### src/rtl/usart_irq_defs.vh
`ifndef USART_IRQ_DEFS_VH
`define USART_IRQ_DEFS_VH
// register byte offsets (printed offsets not all multiples of 4: index * 4)
`define IDX_ENABLE_CLEAR 8'h14
`define IDX_ENABLE_SET 8'h16
`define IDX_FLAGS 8'h18
`define IDX_STATUS 8'h1A
`define IDX_CONTROL 8'h20
`define ADDR_ENABLE_CLEAR 10'h050
`define ADDR_ENABLE_SET 10'h058
`define ADDR_FLAGS 10'h060
`define ADDR_STATUS 10'h068
`define ADDR_CONTROL 10'h080
// flag and enable layout
`define BIT_DATA_EMPTY 0
`define BIT_TRANSMIT_COMPLETE 1
`define BIT_RECEIVE_COMPLETE 2
`define BIT_RECEIVE_START 3
`define BIT_CTS_CHANGE 4
`define BIT_RECEIVE_BREAK 5
`define BIT_ERROR 7
`define FLAG_MASK 8'hBF
// status layout
`define ST_PARITY 0
`define ST_FRAMING 1
`define ST_OVERFLOW 2
`define ST_CTS 3
`define ST_SYNC 4
`define ST_COLLISION 5
`define STATUS_W1C_MASK 16'h0037
// control register layout
`define CTL_RX_ENABLE 0
`define CTL_START_FRAME_DETECT_ENABLE 1
`define CTL_COLLISION_DETECT_ENABLE 2
`define CTL_FLOW 3
`define CTL_FORM_LSB 4
`define CTL_FORM_MSB 7
`define CTL_MASK 8'hFF
// frame formats
`define FORM_PARITY 4'h1
`define FORM_AUTOBAUD 4'h4
`define FORM_AUTOBAUD_PARITY 4'h5
`define SYNC_VALUE 8'h55
`define RESET_ZERO8 8'h00
`define RESET_ZERO16 16'h0000
`endif

### src/rtl/usart_irq_status_logic.v
// Behaviour
// enable-set write one sets enable
// enable-clear write one clears enable
// both views share one enable set
// fixed bit layout, bit 6 zero
// any status error sets error flag
// break in auto-baud sets break flag
// cts level change sets change flag
// start with detection enabled sets flag
// receive complete follows unread data
// transmit complete after frame, no data
// data empty follows transmit buffer empty
// collision sets when detection enabled
// bad sync field in auto-baud
// cts bit shows pin when flow enabled
// overflow on start while buffer full
// framing error on zero stop bit
// errors belong to next unread character
// parity error when parity checking enabled
// irq high on enabled set flag
//
// Chosen here: register access over Avalon-MM.
`timescale 1ns/1ns
`include "usart_irq_defs.vh"
module usart_irq_status_logic (
  input wire clk,
  input wire rst,
  input wire [9:0] avs_address,
  input wire avs_read,
  input wire avs_write,
  input wire [31:0] avs_writedata,
  input wire [3:0] avs_byteenable,
  output reg [31:0] avs_readdata,
  output reg avs_waitrequest,
  output reg irq,
  input wire cts_pin,
  input wire rx_start_seen,
  input wire rx_char_done,
  input wire rx_stop_bit,
  input wire rx_parity_bad,
  input wire rx_break_seen,
  input wire [7:0] rx_sync_value,
  input wire rx_sync_done,
  input wire rx_buffer_full,
  input wire rx_shift_pending,
  input wire rx_data_read,
  input wire rx_unread,
  input wire tx_collision,
  input wire tx_shift_done,
  input wire tx_data_written,
  input wire tx_data_empty,
  output reg rx_enable,
  output reg start_frame_detect_enable,
  output reg collision_detect_enable,
  output reg flow_control_enable,
  output reg [3:0] frame_format
);

  reg [7:0] enable_reg;
  reg [7:0] flags_reg;
  reg [15:0] status_reg;
  reg [7:0] control_reg;
  reg [2:0] cts_sync_reg;
  reg cts_stable_reg;
  reg access_done_reg;
  reg [7:0] enable_next;
  reg [7:0] flags_next;
  reg [15:0] status_next;
  reg [7:0] control_next;
  reg [31:0] rdata_next;
  reg [7:0] err_set;
  wire req;
  wire take;
  wire wr;
  wire [7:0] wbyte0;
  wire [15:0] whalf;
  wire [15:0] wmask;
  wire form_autobaud;
  wire form_parity;
  wire cts_changed;
  wire rx_off;

  assign req = avs_read | avs_write;
  // one wait cycle: answer on the second edge of each request
  assign take = req & access_done_reg == 1'b0;
  // a write lands only at the edge where the master sees waitrequest low
  assign wr = avs_write & ~avs_waitrequest;
  assign wbyte0 = avs_byteenable[0] ? avs_writedata[7:0] : 8'h00;
  assign wmask = {{8{avs_byteenable[1]}}, {8{avs_byteenable[0]}}};
  assign whalf = avs_writedata[15:0] & wmask;
  assign form_autobaud = control_reg[`CTL_FORM_MSB:`CTL_FORM_LSB] == `FORM_AUTOBAUD ||
                         control_reg[`CTL_FORM_MSB:`CTL_FORM_LSB] == `FORM_AUTOBAUD_PARITY;
  assign form_parity = control_reg[`CTL_FORM_MSB:`CTL_FORM_LSB] == `FORM_PARITY ||
                       control_reg[`CTL_FORM_MSB:`CTL_FORM_LSB] == `FORM_AUTOBAUD_PARITY;
  // stages two and three must agree, and stage three must differ from the stable level
  assign cts_changed = (cts_sync_reg[1] == cts_sync_reg[2]) && (cts_sync_reg[2] != cts_stable_reg);
  assign rx_off = ~control_reg[`CTL_RX_ENABLE];

  always @* begin
    control_next = control_reg;
    if (wr && avs_address == `ADDR_CONTROL) begin
      control_next = wbyte0 & `CTL_MASK;
    end
  end

  always @* begin
    enable_next = enable_reg;
    if (wr && avs_address == `ADDR_ENABLE_SET) begin
      enable_next = enable_reg | (wbyte0 & `FLAG_MASK);
    end
    if (wr && avs_address == `ADDR_ENABLE_CLEAR) begin
      enable_next = enable_reg & ~(wbyte0 & `FLAG_MASK);
    end
  end

  always @* begin
    err_set = `RESET_ZERO8;
    status_next = status_reg;
    // write one clears; receiver disable clears all five error bits, collision included
    if (wr && avs_address == `ADDR_STATUS) begin
      status_next = status_next & ~(whalf & `STATUS_W1C_MASK);
    end
    if (rx_off) begin
      status_next = status_next & ~`STATUS_W1C_MASK;
    end
    // hardware set wins over the write-one clear; only collision also sets while the receiver is disabled
    if (control_reg[`CTL_COLLISION_DETECT_ENABLE] && tx_collision) begin
      status_next[`ST_COLLISION] = 1'b1;
      err_set[0] = 1'b1;
    end
    if (form_autobaud && rx_sync_done && rx_sync_value != `SYNC_VALUE && !rx_off) begin
      status_next[`ST_SYNC] = 1'b1;
      err_set[1] = 1'b1;
    end
    if (rx_start_seen && rx_buffer_full && rx_shift_pending && !rx_off) begin
      status_next[`ST_OVERFLOW] = 1'b1;
      err_set[2] = 1'b1;
    end
    // errors latch as the character lands and stand until read and cleared
    if (rx_char_done && !rx_stop_bit && !rx_off) begin
      status_next[`ST_FRAMING] = 1'b1;
      err_set[3] = 1'b1;
    end
    if (rx_char_done && form_parity && rx_parity_bad && !rx_off) begin
      status_next[`ST_PARITY] = 1'b1;
      err_set[4] = 1'b1;
    end
    status_next[`ST_CTS] = control_reg[`CTL_FLOW] & cts_stable_reg;
    status_next[15:6] = 10'h000;
  end

  always @* begin
    flags_next = flags_reg;
    if (wr && avs_address == `ADDR_FLAGS) begin
      flags_next[`BIT_ERROR] = flags_reg[`BIT_ERROR] & ~wbyte0[`BIT_ERROR];
      flags_next[`BIT_RECEIVE_BREAK] = flags_reg[`BIT_RECEIVE_BREAK] & ~wbyte0[`BIT_RECEIVE_BREAK];
      flags_next[`BIT_CTS_CHANGE] = flags_reg[`BIT_CTS_CHANGE] & ~wbyte0[`BIT_CTS_CHANGE];
      flags_next[`BIT_RECEIVE_START] = flags_reg[`BIT_RECEIVE_START] & ~wbyte0[`BIT_RECEIVE_START];
      flags_next[`BIT_TRANSMIT_COMPLETE] = flags_reg[`BIT_TRANSMIT_COMPLETE] &
                                           ~wbyte0[`BIT_TRANSMIT_COMPLETE];
    end
    if (tx_data_written) begin
      flags_next[`BIT_TRANSMIT_COMPLETE] = 1'b0;
    end
    if (|err_set) begin
      flags_next[`BIT_ERROR] = 1'b1;
    end
    if (form_autobaud && rx_break_seen) begin
      flags_next[`BIT_RECEIVE_BREAK] = 1'b1;
    end
    if (cts_changed) begin
      flags_next[`BIT_CTS_CHANGE] = 1'b1;
    end
    if (control_reg[`CTL_START_FRAME_DETECT_ENABLE] && rx_start_seen) begin
      flags_next[`BIT_RECEIVE_START] = 1'b1;
    end
    if (tx_shift_done && tx_data_empty && !tx_data_written) begin
      flags_next[`BIT_TRANSMIT_COMPLETE] = 1'b1;
    end
    // data read or receiver disable drop it; writes never touch it
    flags_next[`BIT_RECEIVE_COMPLETE] = rx_unread & ~rx_data_read & ~rx_off;
    flags_next[`BIT_DATA_EMPTY] = tx_data_empty & ~tx_data_written;
    flags_next[6] = 1'b0;
  end

  always @* begin
    rdata_next = 32'h00000000;
    case (avs_address)
      `ADDR_ENABLE_SET: begin
        rdata_next[7:0] = enable_reg;
      end
      `ADDR_ENABLE_CLEAR: begin
        rdata_next[7:0] = enable_reg;
      end
      `ADDR_FLAGS: begin
        rdata_next[7:0] = flags_reg;
      end
      `ADDR_STATUS: begin
        rdata_next[15:0] = status_reg;
      end
      `ADDR_CONTROL: begin
        rdata_next[7:0] = control_reg;
      end
      default: begin
        rdata_next = 32'h00000000;
      end
    endcase
  end

  always @(posedge clk or posedge rst) begin
    if (rst) begin
      enable_reg <= `RESET_ZERO8;
      flags_reg <= `RESET_ZERO8;
      status_reg <= `RESET_ZERO16;
      control_reg <= `RESET_ZERO8;
      cts_sync_reg <= 3'b000;
      cts_stable_reg <= 1'b0;
      access_done_reg <= 1'b0;
      avs_readdata <= 32'h00000000;
      avs_waitrequest <= 1'b1;
      irq <= 1'b0;
      rx_enable <= 1'b0;
      start_frame_detect_enable <= 1'b0;
      collision_detect_enable <= 1'b0;
      flow_control_enable <= 1'b0;
      frame_format <= 4'h0;
    end else begin
      enable_reg <= enable_next;
      flags_reg <= flags_next;
      status_reg <= status_next;
      control_reg <= control_next;
      cts_sync_reg <= {cts_sync_reg[1:0], cts_pin};
      if (cts_sync_reg[1] == cts_sync_reg[2]) begin
        cts_stable_reg <= cts_sync_reg[2];
      end
      access_done_reg <= take;
      avs_waitrequest <= ~take;
      if (take) begin
        avs_readdata <= rdata_next;
      end
      irq <= |(flags_next & enable_next & `FLAG_MASK);
      rx_enable <= control_next[`CTL_RX_ENABLE];
      start_frame_detect_enable <= control_next[`CTL_START_FRAME_DETECT_ENABLE];
      collision_detect_enable <= control_next[`CTL_COLLISION_DETECT_ENABLE];
      flow_control_enable <= control_next[`CTL_FLOW];
      frame_format <= control_next[`CTL_FORM_MSB:`CTL_FORM_LSB];
    end
  end

endmodule

### config.mk
export PLATFORM = sky130hd
export DESIGN_NAME = usart_irq_status_logic
export DESIGN_NICKNAME = d
export VERILOG_FILES = /design/src/rtl/usart_irq_status_logic.v
export VERILOG_INCLUDE_DIRS = /design/src /design/src/rtl
export SDC_FILE = /design/constraint.sdc
export NUM_CORES = 1
export LEC_CHECK = 0
export ABC_AREA = 1
export BUFFER_PORTS_ARGS = -buffer_cell sky130_fd_sc_hd__buf_2
export CAP_MARGIN = 10
export CORE_MARGIN = 1
export CORE_UTILIZATION = 43
export CTS_BUF_LIST = sky130_fd_sc_hd__clkbuf_8
export CTS_CLUSTER_DIAMETER = 200
export DETAILED_ROUTE_END_ITERATION = 6
export PLACE_DENSITY = 0.83
export SYNTH_ARGS = -nofsm -noshare
export SYNTH_HDL_FRONTEND = slang
export SYNTH_SLANG_ARGS = --single-unit
### constraint.sdc
create_clock -name clk -period 1.19 [get_ports clk]
set_input_delay 0.238 -clock clk [delete_from_list [all_inputs] [get_ports clk]]
set_output_delay 0.238 -clock clk [all_outputs]
set_load 0.03 [all_outputs]
==> results_dict.tcl <==
set metrics [dict create \
    share_comb_of_total_power 0.175 \
    power_leakage_uw 0.00186 \
    flow.area_growth_from_synthesis_pct 39.0 \
    drt_pass1_iterations 5 \
    antenna_cells_inserted 0 \
    most_used_cells_in_the_layout_excluding_fill_and_tap_cells "86 x sky130_fd_sc_hd__nand2_1, 55 x sky130_fd_sc_hd__buf_2, 41 x sky130_fd_sc_hd__dfrtp_1, 41 x sky130_fd_sc_hd__buf_4, 39 x sky130_fd_sc_hd__inv_1" \
    layout_commonest_cell "sky130_fd_sc_hd__nand2_1" \
    hold_start "cts_pin" \
    vias_in_the_first_global_route 2412 \
    setup.worst_path.start_class "register" \
    final_number_of_max_transition_violations 0 \
    grt_antenna_before_repair 0 \
    wire_length_after_detailed_routing_um 6690 \
    r2r-start "avs_waitrequest" \
    outcome "complete, but fails checks" \
    critical_path.cell_chain "nor2_4, buf_4, buf_6, nand4_1, buf_4, o21ai_1, o21ai_1" \
    numCtsBuffers 5 \
    global_route.usage.total 0.237 \
    syn_inst 316 \
    final_layout_size_suffix_gt1_frac 0.374 \
    h-tree-depth 2 \
    placed_cell_area_mm2 0.00304 \
    worst_path_dominant_cell_family "buffers and inverters" \
    hold-path-endpoint "cts_sync_reg[0]" \
    synth.lib_cells_used.distinct 27 \
    synth.ff_latch_count 43 \
    synthesis.area_per_instance_um2 7.66 \
    clock_transition_at_the_registers_of_the_reported_paths_ns 0.08 \
    worstSetupEndpointType "register" \
    clock_tree_from_tritoncts "built" \
    timing.reg2reg.setup_slack_ns -0.21 \
    dr_total_vias 2477 \
    synth_sequential_area_ratio 0.445 \
    die_width_um 77.0 \
    critical_path_arrival_ns 1.60 \
    antenna_left 0 \
    drt_drc_violations_left 0 \
    design.final.nets 505 \
    vdd_drop_max_mv 0.518 \
    max-clock-path-buffers 2 \
    fin_ws_ns -0.213 \
    fp-row-count 26 \
    finalSetupTns_ns -1.61 \
    ctsRootBufferMaster "sky130_fd_sc_hd__clkbuf_8" \
    cap_violations 0 \
    critical_path_launch_point "avs_waitrequest" \
    grt_first_pass_wirelength_um 11000 \
    clock_sinks 43 \
    vertical_die_dimension_um 77.0 \
    core_area_mm2 0.00527 \
    pwr_density_cell_mw_per_mm2 868 \
    route.detailed.wl_per_inst_um 13.3 \
    violations_in_the_final_reports "negative setup slack" \
    post-place-ws_ns -0.312 \
    hp-class "in -> reg" \
    port_buffers 63 \
    weighted_congestion_at_the_end_of_routability_driven_global_placement 0.907 \
    ff2ff_path_depth 7 \
    p_int_uw 2060 \
    die_area_mm2 0.00593 \
    critical_path_peak_fanout 5 \
    grt_start_max_net_pins 24 \
    rsz0062_at_grt "yes" \
    initialDrtViolationCount 209 \
    share_seq_of_total_power 0.517 \
    route.detailed.vias_per_inst 4.92 \
    insertion_delay_ns 0.30 \
    skew_ns 0.00748 \
    io-pin-count 115 \
    report.final.setup_viol 19 \
    critical_path.slowest_cell "sky130_fd_sc_hd__dfstp_2" \
    achievable-frequency_ghz 0.713 \
    hold_violations 0 \
    netSwitchingFraction 0.293 \
    start_util 0.459 \
    power.clock.fraction 0.308 \
    yosysWarnings 0 \
    min_delay_path_depth 1 \
    worst-path-buf-inv 3 \
    grt_remaining_overflow 0 \
    synthesis.area_mm2 0.00242 \
    post-route-cell-area_mm2 0.00336 \
    path_class "reg -> reg" \
    timing.rr.end "status_reg[1]" \
    layout_min_cycle_time_ns 1.40 \
    critical-path-max-stage-delay_ns 0.39 \
    place_hpwl_um 4960 \
    worstPathRequired_ns 1.38 \
    final.period_utilization 1.18 \
    power.switching_uw 855 \
]
[timing repair]
item	4_1_cts	5_1_grt
buffers inserted	5	6
gates resized for setup	24	35
endpoints found under the hold margin	12	0
hold buffers	1	0
pin swaps	1	16
setup endpoints to repair	19	38
[cell families after synthesis]
kind of cell / synth area share
simple gates: 0.330
other cells: 0.00155
compound gates: 0.0729
flops: 0.445
buf+inv: 0.150
[power by group through the flow]
stage / Sequential (uW) / Combinational [uW] / Clock, uW
after floorplan: 1550 / 316 / 0
after global placement: 1540 / 454 / 0
after CTS: 1510 / 485 / 912
final: 1510 / 510 / 899
after detailed placement: 1540 / 465 / 0
after global routing: 1510 / 556 / 978
[cell type report]
type | count | area, um^2
flip-flops and latches | 43 | 1080
clock buffers | 5 | 68.8
repair buffers | 113 | 778
inverters | 43 | 165
clock inverters | 3 | 12.5
multi-input cells | 226 | 1170
well taps | 70 | 87.6
fillers | 444 | 1910
[through the flow]
stage                     power (uW)  hold WS (ns)  cells  utilization
after global routing            3050        0.0302    503        0.638
after CTS                       2910        0.0319    499        0.615
after detailed placement        2000         0.233    485        0.576
after floorplan                 1860         0.235    339            -
after global placement          1990         0.228    485        0.576
final                           2920        0.0389    503        0.638
[synth_stat cells]
master                     instances  area share
sky130_fd_sc_hd__nor2_1           14       0.022
sky130_fd_sc_hd__clkinv_1          1      0.0015
sky130_fd_sc_hd__nor2_2            5       0.013
sky130_fd_sc_hd__buf_2             2      0.0041
sky130_fd_sc_hd__buf_6             1      0.0047
sky130_fd_sc_hd__nor2_8            2       0.017
sky130_fd_sc_hd__dfrtp_1          42        0.43
sky130_fd_sc_hd__o21ai_0          17       0.035
sky130_fd_sc_hd__nand2_2           2      0.0052
sky130_fd_sc_hd__and2_1            5       0.013
sky130_fd_sc_hd__dfstp_2           1       0.011
sky130_fd_sc_hd__nor3_1            4      0.0083
sky130_fd_sc_hd__buf_4            24       0.074
sky130_fd_sc_hd__nand3b_1          1      0.0031
sky130_fd_sc_hd__nand2_4           1      0.0047
sky130_fd_sc_hd__nand3_1          17       0.035
sky130_fd_sc_hd__conb_1            1      0.0015
sky130_fd_sc_hd__o21ai_1           9       0.019
sky130_fd_sc_hd__o22ai_1           5       0.013
sky130_fd_sc_hd__nor2_4            1      0.0047
sky130_fd_sc_hd__inv_1            42       0.065
sky130_fd_sc_hd__nand3_4           1      0.0072
sky130_fd_sc_hd__nand4_1          15       0.039
sky130_fd_sc_hd__nor3_2            1      0.0041
sky130_fd_sc_hd__and2_2            1      0.0031
sky130_fd_sc_hd__nand2_1          98        0.15
sky130_fd_sc_hd__a21oi_1           3      0.0062
[per-layer routing]
| metal | wire (um) | global-route usage | up-vias |
|---|---|---|---|
| met1 | 2690 | 0.280 | 1152 |
| met3 | 467 | 0.0595 | 15 |
| met5 | 0 | 0 | - |
| li1 | - | - | 1190 |
| met4 | 184 | 0.109 | 0 |
| met2 | 3340 | 0.401 | 120 |
[worst max path at each step]
stage / cells past startpoint / end
after global placement: 11 / irq
after floorplan: 8 / irq
after CTS: 9 / irq
after global routing: 9 / irq
final: 7 / status_reg[1]
after detailed placement: 11 / irq
(Power assumes the default switching activity.)
